<file path="config.mk">
export PLATFORM = sky130hd
export DESIGN_NAME = iosr_top
export DESIGN_NICKNAME = d
export VERILOG_FILES = /design/src/design/iosr_pkg.sv /design/src/design/iosr_store.sv /design/src/design/iosr_top.sv
export VERILOG_INCLUDE_DIRS = /design/src /design/src/design
export SDC_FILE = /design/constraint.sdc
export NUM_CORES = 1
export LEC_CHECK = 0
export BUFFER_PORTS_ARGS = -buffer_cell sky130_fd_sc_hd__buf_2
export CAP_MARGIN = 20
export CORE_MARGIN = 10
export CORE_UTILIZATION = 55
export CTS_CLUSTER_DIAMETER = 60
export CTS_CLUSTER_SIZE = 8
export DETAILED_ROUTE_END_ITERATION = 10
export PLACE_DENSITY = 0.75
export RECOVER_POWER = 25
export SYNTH_ARGS = -nofsm -noshare
export SYNTH_HDL_FRONTEND = slang
export SYNTH_SLANG_ARGS = --single-unit
</file>
<file path="constraint.sdc">
create_clock -name SYS_CLK_IN -period 6.64 [get_ports SYS_CLK_IN]
set_input_delay 0 -clock SYS_CLK_IN [delete_from_list [all_inputs] [get_ports SYS_CLK_IN]]
set_output_delay 0 -clock SYS_CLK_IN [all_outputs]
set_load 0.01 [all_outputs]
</file>
<file path="src/design/iosr_defs.svh">
`ifndef IOSR_DEFS_SVH
`define IOSR_DEFS_SVH

// i/o space addresses (io_addr); data-space address adds the offset
`define IOSR_IO_BIT_TOP 6'h1F
`define IOSR_DS_OFFSET 9'h020
`define IOSR_IO_TOP_DS 9'h05F
`define IOSR_EXT_LOW_DS 9'h060
// i/o map positions chosen for this block
`define IOSR_IO_SCR0 6'h00
`define IOSR_IO_INA 6'h01
`define IOSR_IO_DIRA 6'h02
`define IOSR_IO_OUTA 6'h03
`define IOSR_IO_INC 6'h04
`define IOSR_IO_DIRC 6'h05
`define IOSR_IO_OUTC 6'h06
`define IOSR_IO_SCR1 6'h0A
`define IOSR_IO_SCR2 6'h0B
`define IOSR_IO_FLAG 6'h0C
// storage slot indices
`define IOSR_SLOT_SCR0 3'h0
`define IOSR_SLOT_SCR1 3'h1
`define IOSR_SLOT_SCR2 3'h2
`define IOSR_SLOT_OUTA 3'h3
`define IOSR_SLOT_DIRA 3'h4
`define IOSR_SLOT_OUTC 3'h5
`define IOSR_SLOT_DIRC 3'h6
`define IOSR_SLOT_COUNT 7
`define IOSR_RESET_BYTE 8'h00
`define IOSR_SENSE_BYTE 8'h00

`endif

</file>
<file path="src/design/iosr_pkg.sv">
`default_nettype none
package iosr_pkg;
  typedef enum logic [2:0] {
    IOSR_OP_NONE,
    IOSR_OP_IO_RD,
    IOSR_OP_IO_WR,
    IOSR_OP_MEM_RD,
    IOSR_OP_MEM_WR,
    IOSR_OP_BIT_SET,
    IOSR_OP_BIT_CLR,
    IOSR_OP_BIT_TEST
  } iosr_op_t;

  typedef struct packed {
    iosr_op_t op;
    logic [8:0] addr;
    logic [2:0] bit_sel;
    logic [7:0] wdata;
  } iosr_req_t;

  typedef struct packed {
    logic hit;
    logic bit_val;
    logic [7:0] rdata;
  } iosr_rsp_t;
endpackage
`default_nettype wire

</file>
<file path="src/design/iosr_store.sv">
`include "iosr_defs.svh"
`default_nettype none
// byte storage, one registered read port
module iosr_store #(
  parameter int SLOTS = `IOSR_SLOT_COUNT
) (
  input wire logic clk_in,
  input wire logic rst_in,
  input wire logic wr_en_in,
  input wire logic [2:0] wr_slot_in,
  input wire logic [7:0] wr_data_in,
  input wire logic [2:0] rd_slot_in,
  output logic [7:0] rd_data_out
);
  logic [7:0] mem_reg [SLOTS];

  genvar g;
  generate
    for (g = 0; g < SLOTS; g++) begin : g_slot
      always_ff @(posedge clk_in or posedge rst_in) begin
        if (rst_in) begin
          mem_reg[g] <= `IOSR_RESET_BYTE;
        end else if (wr_en_in && wr_slot_in == 3'(g)) begin
          mem_reg[g] <= wr_data_in;
        end
      end
    end
  endgenerate

  always_ff @(posedge clk_in or posedge rst_in) begin
    if (rst_in) begin
      rd_data_out <= `IOSR_RESET_BYTE;
    end else if (int'(rd_slot_in) < SLOTS) begin
      rd_data_out <= (wr_en_in && wr_slot_in == rd_slot_in) ? wr_data_in : mem_reg[rd_slot_in];
    end else begin
      rd_data_out <= `IOSR_RESET_BYTE;
    end
  end
endmodule // iosr_store
`default_nettype wire

</file>
<file path="src/design/iosr_top.sv">
// Summary of operation
// - every i/o location is reachable by memory read and write operations through data space.
// - locations 0x00-0x1F accept bit set, bit clear and bit test operations.
// - i/o read and write operations reach only i/o addresses 0x00-0x3F.
// - a low-range i/o register appears in data space at its i/o address plus 0x20.
// - the extended region 0x60-0x1FF holds nothing; memory read and write operations there get no hit.
// - certain status flags clear when a one is written to their bit; zero leaves them.
// - bit set and clear change only the targeted bit, leaving other flags intact.
// - three 8-bit scratch registers store any value written.
// - spare port a and c output and direction registers are plain 8-bit storage.
// - spare input sense locations are reserved and are not storage.
`include "iosr_defs.svh"
`default_nettype none
module iosr_top (
  input wire logic SYS_CLK_IN,
  input wire logic RST_IN,
  input wire iosr_pkg::iosr_req_t REQ_IN,
  input wire logic [7:0] FLAG_EVENT_IN,
  output iosr_pkg::iosr_rsp_t RSP_OUT,
  output logic [7:0] FLAG_OUT
);
  logic is_io_op, is_mem_op, is_bit_op;
  logic [5:0] io_addr;
  logic addr_ok;
  logic [2:0] slot;
  logic slot_ok, flag_sel, sense_sel;
  logic [7:0] cur_byte, new_byte;
  logic store_wr;
  logic [7:0] store_rd;
  logic [7:0] flag_reg, flag_clr;
  logic rd_is_store_reg, rd_is_flag_reg, hit_reg, bit_reg, want_bit_reg;
  logic [7:0] fixed_rd_reg;
  logic [2:0] bit_sel_reg;
  logic [7:0] shadow [`IOSR_SLOT_COUNT];

  assign is_io_op = REQ_IN.op == iosr_pkg::IOSR_OP_IO_RD
    || REQ_IN.op == iosr_pkg::IOSR_OP_IO_WR;
  assign is_mem_op = REQ_IN.op == iosr_pkg::IOSR_OP_MEM_RD
    || REQ_IN.op == iosr_pkg::IOSR_OP_MEM_WR;
  assign is_bit_op = REQ_IN.op == iosr_pkg::IOSR_OP_BIT_SET
    || REQ_IN.op == iosr_pkg::IOSR_OP_BIT_CLR
    || REQ_IN.op == iosr_pkg::IOSR_OP_BIT_TEST;

  // address decode into i/o space
  always_comb begin
    io_addr = 6'h00;
    addr_ok = 1'b0;
    if (is_io_op) begin
      io_addr = REQ_IN.addr[5:0];
      addr_ok = REQ_IN.addr[8:6] == 3'h0;
    end else if (is_mem_op) begin
      // extended region lies above the i/o window; nothing held there
      if (REQ_IN.addr >= `IOSR_DS_OFFSET && REQ_IN.addr <= `IOSR_IO_TOP_DS) begin
        io_addr = 6'(REQ_IN.addr - `IOSR_DS_OFFSET);
        addr_ok = 1'b1;
      end
    end else if (is_bit_op) begin
      io_addr = REQ_IN.addr[5:0];
      addr_ok = REQ_IN.addr[8:5] == 4'h0;
    end
  end

  always_comb begin
    slot = `IOSR_SLOT_SCR0;
    slot_ok = 1'b0;
    flag_sel = 1'b0;
    sense_sel = 1'b0;
    if (addr_ok) begin
      unique case (io_addr)
        `IOSR_IO_SCR0: begin slot = `IOSR_SLOT_SCR0; slot_ok = 1'b1; end
        `IOSR_IO_SCR1: begin slot = `IOSR_SLOT_SCR1; slot_ok = 1'b1; end
        `IOSR_IO_SCR2: begin slot = `IOSR_SLOT_SCR2; slot_ok = 1'b1; end
        `IOSR_IO_OUTA: begin slot = `IOSR_SLOT_OUTA; slot_ok = 1'b1; end
        `IOSR_IO_DIRA: begin slot = `IOSR_SLOT_DIRA; slot_ok = 1'b1; end
        `IOSR_IO_OUTC: begin slot = `IOSR_SLOT_OUTC; slot_ok = 1'b1; end
        `IOSR_IO_DIRC: begin slot = `IOSR_SLOT_DIRC; slot_ok = 1'b1; end
        `IOSR_IO_FLAG: flag_sel = 1'b1;
        `IOSR_IO_INA, `IOSR_IO_INC: sense_sel = 1'b1;
        default: ;
      endcase
    end
  end

  // read-modify-write for bit ops keeps the other bits
  assign cur_byte = store_rd_now(slot);
  function automatic logic [7:0] store_rd_now(input logic [2:0] s);
    store_rd_now = shadow[s];
  endfunction
  genvar g;
  generate
    for (g = 0; g < `IOSR_SLOT_COUNT; g++) begin : g_shadow
      always_ff @(posedge SYS_CLK_IN or posedge RST_IN) begin
        if (RST_IN) begin
          shadow[g] <= `IOSR_RESET_BYTE;
        end else if (store_wr && slot == 3'(g)) begin
          shadow[g] <= new_byte;
        end
      end
    end
  endgenerate

  always_comb begin
    new_byte = REQ_IN.wdata;
    if (REQ_IN.op == iosr_pkg::IOSR_OP_BIT_SET) begin
      new_byte = cur_byte | (8'h01 << REQ_IN.bit_sel);
    end else if (REQ_IN.op == iosr_pkg::IOSR_OP_BIT_CLR) begin
      new_byte = cur_byte & ~(8'h01 << REQ_IN.bit_sel);
    end
  end

  assign store_wr = slot_ok && (REQ_IN.op == iosr_pkg::IOSR_OP_IO_WR
    || REQ_IN.op == iosr_pkg::IOSR_OP_MEM_WR
    || REQ_IN.op == iosr_pkg::IOSR_OP_BIT_SET
    || REQ_IN.op == iosr_pkg::IOSR_OP_BIT_CLR);

  iosr_store #(
    .SLOTS(`IOSR_SLOT_COUNT)
  ) u_store (
    .clk_in(SYS_CLK_IN),
    .rst_in(RST_IN),
    .wr_en_in(store_wr),
    .wr_slot_in(slot),
    .wr_data_in(new_byte),
    .rd_slot_in(slot),
    .rd_data_out(store_rd)
  );

  // write-one-to-clear flags; a bit op touches only its bit
  always_comb begin
    flag_clr = 8'h00;
    if (flag_sel) begin
      unique case (REQ_IN.op)
        iosr_pkg::IOSR_OP_IO_WR, iosr_pkg::IOSR_OP_MEM_WR: flag_clr = REQ_IN.wdata;
        iosr_pkg::IOSR_OP_BIT_SET: flag_clr = 8'h01 << REQ_IN.bit_sel;
        default: flag_clr = 8'h00;
      endcase
    end
  end

  always_ff @(posedge SYS_CLK_IN or posedge RST_IN) begin
    if (RST_IN) begin
      flag_reg <= `IOSR_RESET_BYTE;
    end else begin
      flag_reg <= (flag_reg & ~flag_clr) | FLAG_EVENT_IN;
    end
  end
  assign FLAG_OUT = flag_reg;

  // answer registered one cycle after the request
  always_ff @(posedge SYS_CLK_IN or posedge RST_IN) begin
    if (RST_IN) begin
      rd_is_store_reg <= 1'b0;
      rd_is_flag_reg <= 1'b0;
      hit_reg <= 1'b0;
      want_bit_reg <= 1'b0;
      bit_sel_reg <= 3'h0;
      fixed_rd_reg <= `IOSR_RESET_BYTE;
    end else begin
      rd_is_store_reg <= slot_ok;
      rd_is_flag_reg <= flag_sel;
      hit_reg <= slot_ok || flag_sel || sense_sel;
      want_bit_reg <= REQ_IN.op == iosr_pkg::IOSR_OP_BIT_TEST;
      bit_sel_reg <= REQ_IN.bit_sel;
      fixed_rd_reg <= flag_sel ? flag_reg : `IOSR_SENSE_BYTE;
    end
  end

  always_comb begin
    RSP_OUT.hit = hit_reg;
    RSP_OUT.rdata = rd_is_store_reg ? store_rd : fixed_rd_reg;
    RSP_OUT.bit_val = (rd_is_store_reg ? store_rd[bit_sel_reg] : fixed_rd_reg[bit_sel_reg])
      & want_bit_reg;
  end

  AST_WRITE_READBACK: assert property (@(posedge SYS_CLK_IN) disable iff (RST_IN)
    ((REQ_IN.op == iosr_pkg::IOSR_OP_MEM_WR || REQ_IN.op == iosr_pkg::IOSR_OP_IO_WR)
      && slot_ok) ##1 (REQ_IN.op == iosr_pkg::IOSR_OP_NONE) ##1
    ((REQ_IN.op == iosr_pkg::IOSR_OP_MEM_RD || REQ_IN.op == iosr_pkg::IOSR_OP_IO_RD)
      && slot_ok && slot == $past(slot, 2))
    |=> RSP_OUT.rdata == $past(REQ_IN.wdata, 3))
    else $error("stored byte not read back");
  AST_IO_STORE: assert property (@(posedge SYS_CLK_IN) disable iff (RST_IN)
    (REQ_IN.op == iosr_pkg::IOSR_OP_IO_WR && slot_ok)
    |=> shadow[$past(slot)] == $past(REQ_IN.wdata))
    else $error("io write not stored");
  AST_REFUSED_NOWRITE: assert property (@(posedge SYS_CLK_IN) disable iff (RST_IN)
    !addr_ok |-> !store_wr && flag_clr == 8'h00)
    else $error("refused access wrote state");
  AST_REFUSED_ZERO: assert property (@(posedge SYS_CLK_IN) disable iff (RST_IN)
    (REQ_IN.op != iosr_pkg::IOSR_OP_NONE && !addr_ok)
    |=> RSP_OUT.rdata == `IOSR_SENSE_BYTE && !RSP_OUT.bit_val)
    else $error("refused access returned data");
  AST_FLAG_SET_WINS: assert property (@(posedge SYS_CLK_IN) disable iff (RST_IN)
    1'b1 |=> (FLAG_OUT & $past(FLAG_EVENT_IN)) == $past(FLAG_EVENT_IN))
    else $error("flag event lost");
  AST_EXT_MISS: assert property (@(posedge SYS_CLK_IN) disable iff (RST_IN)
    (is_mem_op && REQ_IN.addr >= `IOSR_EXT_LOW_DS) |=> !RSP_OUT.hit)
    else $error("extended region answered");
  AST_BIT_RANGE: assert property (@(posedge SYS_CLK_IN) disable iff (RST_IN)
    (is_bit_op && REQ_IN.addr[5]) |=> !RSP_OUT.hit)
    else $error("bit op above low range answered");
  AST_IO_RANGE: assert property (@(posedge SYS_CLK_IN) disable iff (RST_IN)
    (is_io_op && REQ_IN.addr[8:6] != 3'h0) |=> !RSP_OUT.hit)
    else $error("io op beyond 64 locations answered");
  AST_OFFSET: assert property (@(posedge SYS_CLK_IN) disable iff (RST_IN)
    (REQ_IN.op == iosr_pkg::IOSR_OP_MEM_RD && REQ_IN.addr == `IOSR_DS_OFFSET) |-> slot_ok
      && slot == `IOSR_SLOT_SCR0)
    else $error("data-space offset wrong");
  AST_W1C: assert property (@(posedge SYS_CLK_IN) disable iff (RST_IN)
    (flag_sel && REQ_IN.op == iosr_pkg::IOSR_OP_MEM_WR && FLAG_EVENT_IN == 8'h00)
    |=> FLAG_OUT == ($past(flag_reg) & ~$past(REQ_IN.wdata)))
    else $error("flag clear wrong");
  AST_BIT_ONLY: assert property (@(posedge SYS_CLK_IN) disable iff (RST_IN)
    (store_wr && REQ_IN.op == iosr_pkg::IOSR_OP_BIT_SET)
    |=> (shadow[$past(slot)] ^ $past(cur_byte)) == (8'h01 << $past(REQ_IN.bit_sel))
      || shadow[$past(slot)] == $past(cur_byte))
    else $error("bit set touched other bits");
  AST_SENSE_NOSTORE: assert property (@(posedge SYS_CLK_IN) disable iff (RST_IN)
    sense_sel |-> !store_wr ##1 RSP_OUT.rdata == `IOSR_SENSE_BYTE)
    else $error("sense location acts as storage");
  AST_STORE_ALL: assert property (@(posedge SYS_CLK_IN) disable iff (RST_IN)
    (REQ_IN.op == iosr_pkg::IOSR_OP_MEM_WR && slot_ok) |=> shadow[$past(slot)] == $past(REQ_IN.wdata))
    else $error("memory write not stored");

  COV_BIT_TEST: cover property (@(posedge SYS_CLK_IN) disable iff (RST_IN)
    REQ_IN.op == iosr_pkg::IOSR_OP_BIT_TEST && slot_ok ##1 RSP_OUT.bit_val);
  COV_IO_WR: cover property (@(posedge SYS_CLK_IN) disable iff (RST_IN)
    REQ_IN.op == iosr_pkg::IOSR_OP_IO_WR && slot_ok);
  COV_FLAG_CLR: cover property (@(posedge SYS_CLK_IN) disable iff (RST_IN)
    flag_sel && flag_clr != 8'h00);
  COV_EXT_MISS: cover property (@(posedge SYS_CLK_IN) disable iff (RST_IN)
    is_mem_op && REQ_IN.addr >= `IOSR_EXT_LOW_DS);
endmodule // iosr_top
`default_nettype wire

</file>
Word level (Yosys, flattened, before mapping). Index checks and enable logic that the tools add are counted.

$add $sub $neg: 1. $lt $le $gt $ge: 5. Eq/ne operators: 22. Shifts and indexed selects: 1. Muxes and demuxes: 32. Bitwise operators: 8. Reduce and logical (&&, ||, !) cells: 25.

Operators by type and width (number): $mux W8 (9); $bmux W8 S3 (1); $mux W6 (4); $eq A3 B3 Y1 const B (7); $eq A6 B3 Y1 const B (3); $eq A6 B4 Y1 const B (3); $pmux W3 S6 (1); $and A8 B8 Y8 (2); $not A8 Y8 (2); $or A8 B8 Y8 (2); $pmux W8 S2 (1); $mux W1 (13); $eq A3 B2 Y1 const B (4); $eq A6 B2 Y1 const B (2); $ge A9 B6 Y1 const B (1); $le A9 B7 Y1 const B (1); $logic_and A1 B1 Y1 (9); $logic_or A1 B1 Y1 (9); $shl A1 B3 Y8 const A (1); $reduce_or A7 Y1 (1); $bmux W1 S3 (2); $eq A3 B1 Y1 const B (2); $eq A6 B1 Y1 const B (1); $logic_not A3 Y1 (2); 10 further kinds (11).

Register bits after elaboration: 86. Word-level logic and storage cells: 108.

Depth between registers and ports, before layout.
Depth in word-level cells: 18. Mapped depth: 11. Mapped depth without buffers: 8.

Cells and area by module. Synthesis repeated with hierarchy kept, for this count alone.

Cells, all modules: 677. Area, all modules: 7514.7 um2.

Modules (own cells, without submodules): iosr_top (times used 1, cells each 457, area an instance 4469.3 um2); iosr_store (times used 1, cells each 220, area an instance 3045.4 um2).

Worst setup path before layout. OpenSTA, ideal clock, no wires.

Kind: in2reg. Start: input REQ_IN[21] (netlist name). End: register shadow[15] (netlist name). Arrival time: 2185 ps. Required time: 6515 ps. Setup slack: 4330 ps. Cell stages on the path: 10. Path buffers: 2. Path through: buf_6 > or2_0 > buf_2 > a211o_1 > o21a_1 > nor2_1 > mux2_2 > o2111ai_1 > nand3_1 > mux2_2.

Word-level cells in the longest chain between the ends: 16.

Ends and longest elaborated chain: from (decl) (line iosr_top.sv:17) `input wire iosr_pkg::iosr_req_t REQ_IN,`; $eq A3 B3 Y1, on equally long branches; $logic_or A1 B1 Y1 (line iosr_top.sv:41) `|| REQ_IN.op == iosr_pkg::IOSR_OP_BIT_CLR`; $logic_or A1 B1 Y1 (line iosr_top.sv:42) `|| REQ_IN.op == iosr_pkg::IOSR_OP_BIT_TEST;`; $mux W6 (line iosr_top.sv:57) `end else if (is_bit_op) begin`; $mux W6 (line iosr_top.sv:51) `end else if (is_mem_op) begin`; $mux W6 (line iosr_top.sv:48) `if (is_io_op) begin`; $eq A6 B3 Y1 (tied with other cells) (line iosr_top.sv:69) `unique case (io_addr)`; $pmux W3 S6 (line iosr_top.sv:69); $mux W3 (line iosr_top.sv:68) `if (addr_ok) begin`; $not A3 Y4 (not written as such) (line iosr_top.sv:87) `store_rd_now = shadow[s];`; $bmux W8 S3; $mux W8 (2 in series); $and A8 B8 Y8 (line iosr_top.sv:107) `new_byte = cur_byte & ~(8'h01 << REQ_IN.bit_sel);`; $mux W8 (line iosr_top.sv:106) `end else if (REQ_IN.op == iosr_pkg::IOSR_OP_BIT_CLR) begin`; $mux W8 (line iosr_top.sv:104) `if (REQ_IN.op == iosr_pkg::IOSR_OP_BIT_SET) begin`; to (signal, indexed assignment) (line iosr_top.sv:94) `` shadow[g] <= `IOSR_RESET_BYTE; ``; to (signal, indexed assignment) (line iosr_top.sv:96) `shadow[g] <= new_byte;`; to (decl) (line iosr_top.sv:34) `` logic [7:0] shadow [`IOSR_SLOT_COUNT]; ``.

Parallel ways exist; a longest one is shown, timed or not. The select of a mux whose other input is x is not followed. A chain may end at the register's enable or synchronous reset.

Worst setup path in the final report.
Start: input REQ_IN[21] (netlist name). End: register shadow[3] (netlist name).

The elaborated chain is that of the path after synthesis.

==> results.txt <==
wire length per cell -> 20.7 um
Cell variety after synth -> 73
crit path DAT -> 3.44 ns
IO Pins -> 51
num rows -> 34
GP Congestion -> 0.961
Tmin final -> 3.20 ns
die width -> 114 um
Hold Slack -> 0.0232 ns
Detailed Routing Iterations Pass 1 -> 4
worst-path fanout max -> 17
max FFs per register -> 32
proportion of layout cells with a drive suffix above 1 -> 0.336
Starting DRT DRC Count -> 340
starting density of the core -> 0.562
crit path from -> REQ_IN[21]
fmax -> 0.313 GHz
Yosys warnings -> 0
reg2reg start -> shadow[3]$_DFFE_PP0P_
endpoints failing setup -> 0
Worst R2R Setup Slack -> 5.01 ns
post-CTS setup repair buffer count -> 0
FILL cells -> 698
PwrDens -> 197 nW/um^2
Final WS setup -> 3.44 ns
syn_area_per_cell -> 11.2 um^2
Critical R2R Capture -> shadow[3]$_DFFE_PP0P_
Worst EP required -> 6.88 ns
Post-Syn Area -> 4880 um^2
CP Class -> in -> reg
ant diodes -> 0
setup skew after layout -> 0.00593 ns
Hold Fails Final Rpt -> 0
outcome -> completed
Async S/R FF share, synth -> 1.00
Register-to-Register Path Depth -> 5
sequential power share -> 0.513
Clock power frac -> 0.346
H-Tree Depth -> 3
antenna violations before repair -> 0
vias in the first global route -> 3823
largest net degree at the start of global routing -> 87
die area -> 13000 um^2
Skew-Pair Late Insertion Delay -> 0.36 ns
Peak VDD IR -> 0.108 mV
Slew @ Worst Pin -> 0.824 ns
EDFF count, synth -> 0
Critical Path Sink -> shadow[3]$_DFFE_PP0P_
first-pass GRT wire length -> 20.3 mm
setup_tns -> 0 ns
hpwl dp -> 9.02 mm
CP Launch Type -> input pin
Clock transition at path regs -> 0.09 ns
Final nets -> 526
IO Port Bufs -> 50
gr usage total -> 0.194
core box area -> 8680 um^2
ys flop type -> dfrtp_1
DIE HEIGHT -> 114 um
Max-slew headroom -> 0.447
CTS root buf -> clkbuf_8
internal power -> 779 uW
GRT Residual Overflow -> 0
drt drc -> 0
clock sinks -> 86
WL final -> 12.5 mm
Overall Power -> 1.08 mW
Net Sw Power -> 304 uW
worst hold start -> REQ_IN[22]
Sw Share -> 0.281
total CTS buffers -> 9
CP Capture Type -> register
Final Max Tran Viols -> 0
area delta synth->final -> 13.0%
sequential share of the synthesized area -> 0.441
leakage -> 2.45 nW
drt via density -> 6.30
Comb power frac -> 0.141
Final ANT Viol Nets -> 0
Final Cycle Share -> 0.482
#FFs+latches synth -> 86
Post-Synthesis Cells -> 435
Post-Syn Nets -> 468
HP Class -> in -> reg
fin util -> 0.635
RSZ-0062 raised after global routing -> no
Max-Cap Viols -> 0
pre-CTS WS -> 3.44 ns
Bufs on Longest Clock Path -> 2
CTS tree -> done
vias post-DR -> 3813
==> cell families (layout without fill, tap and decap cells) <==
| logic type | after synthesis | count (layout) | synth area share |
|---|---|---|---|
| and+or+nand+nor | 130 | 130 | 0.156 |
| AOI/OAI and AO/OA | 117 | 117 | 0.185 |
| DFF | 86 | 86 | 0.441 |
| muxes | 71 | 71 | 0.178 |
| xor gates and xnor gates | 5 | 5 | 0.0105 |
| buffers and inverters | 26 | 88 | 0.0293 |
==> critical path: stages <==
cell and delay, ns:
clkbuf_1 0.45, or2_0 0.37, a311oi_2 0.20, o31ai_2 0.74
a31oi_2 0.54, o221a_2 0.40, a2bb2oi_2 0.24, o21ai_2 0.16
mux2_1 0.32
==> worst min path at each step <==
stage	cells past startpoint	endpoint	slack [ns]
6_report	2	want_bit_reg$_DFF_PP0_	0.02
5_1_grt	2	want_bit_reg$_DFF_PP0_	0.03
2_1_floorplan	0	bit_sel_reg[0]$_DFF_PP0_	0.03
4_1_cts	3	hit_reg$_DFF_PP0_	0.002
3_5_place_dp	2	FLAG_OUT[4]$_DFF_PP0_	0.19
3_3_place_gp	2	FLAG_OUT[7]$_DFF_PP0_	0.19
==> per-layer routing <==
layer,global-route usage,wire (um)
met5,0,0
met2,0.315,6010
met4,0.0668,239
met1,0.249,5410
met3,0.0419,857
==> metrics by stage <==
stage	std cells	instance area (um^2)
finish	605	5510
global route	605	5510
CTS	603	5480
detailed placement	575	5160
global placement	575	5160
floorplan	435	4880
==> power by group through the flow <==
stage | Clock [mW] | Combinational (mW) | Sequential [mW]
after floorplan | 0 | 0.104 | 0.559
after global placement | 0 | 0.139 | 0.563
after detailed placement | 0 | 0.142 | 0.564
after CTS | 0.376 | 0.149 | 0.553
after global routing | 0.400 | 0.167 | 0.557
final | 0.375 | 0.153 | 0.555
==> synthesized netlist by cell type, drive strengths merged (8+ instances only) <==
| cell | count | area [um^2] |
|---|---|---|
| mux2 | 65 | 747 |
| o221ai | 10 | 111 |
| nand2b | 12 | 82.6 |
| and3 | 11 | 73.8 |
| nor2 | 34 | 135 |
| buf | 13 | 93.8 |
| o21ai | 25 | 151 |
| o22ai | 8 | 56.3 |
| nand3 | 9 | 50.1 |
| a21oi | 29 | 156 |
| nand2 | 14 | 52.6 |
| dfrtp | 86 | 2150 |
| and2 | 11 | 68.8 |
| nor2b | 9 | 56.3 |
==> layout make-up <==
| cell class | instances | area, um^2 | area share |
|---|---|---|---|
| clock buffers | 9 | 124 | 0.0225 |
| clock inverters | 6 | 70.1 | 0.0127 |
| inverters | 6 | 23.8 | 0.00432 |
| multi-input cells | 323 | 2580 | 0.469 |
| flip-flops and latches | 86 | 2150 | 0.391 |
| well taps | 108 | 135 | 0.0245 |
| repair buffers | 67 | 423 | 0.0768 |
==> placed cells by master (no fill, tap or decap), drive strengths merged, types with 5 or more instances in the layout <==
cell / n
o21ai: 25
nor3b: 7
nor2b: 9
o221ai: 10
buf: 47
nor3: 5
o22ai: 8
nand3: 9
a21oi: 29
mux4: 5
dfrtp: 86
nor2: 34
inv: 7
clkbuf: 15
and3: 11
a211oi: 7
dlygate4sd3: 14
and2: 11
nand2: 14
nand2b: 12
mux2: 65
or2: 5
==> repair_timing <==
action / CTS / global route
hold buffers: 13 / 1
gates resized for setup: 0 / 0
hold endpoints to repair: 13 / 50
Note: power is estimated with default switching activity, not from simulation.
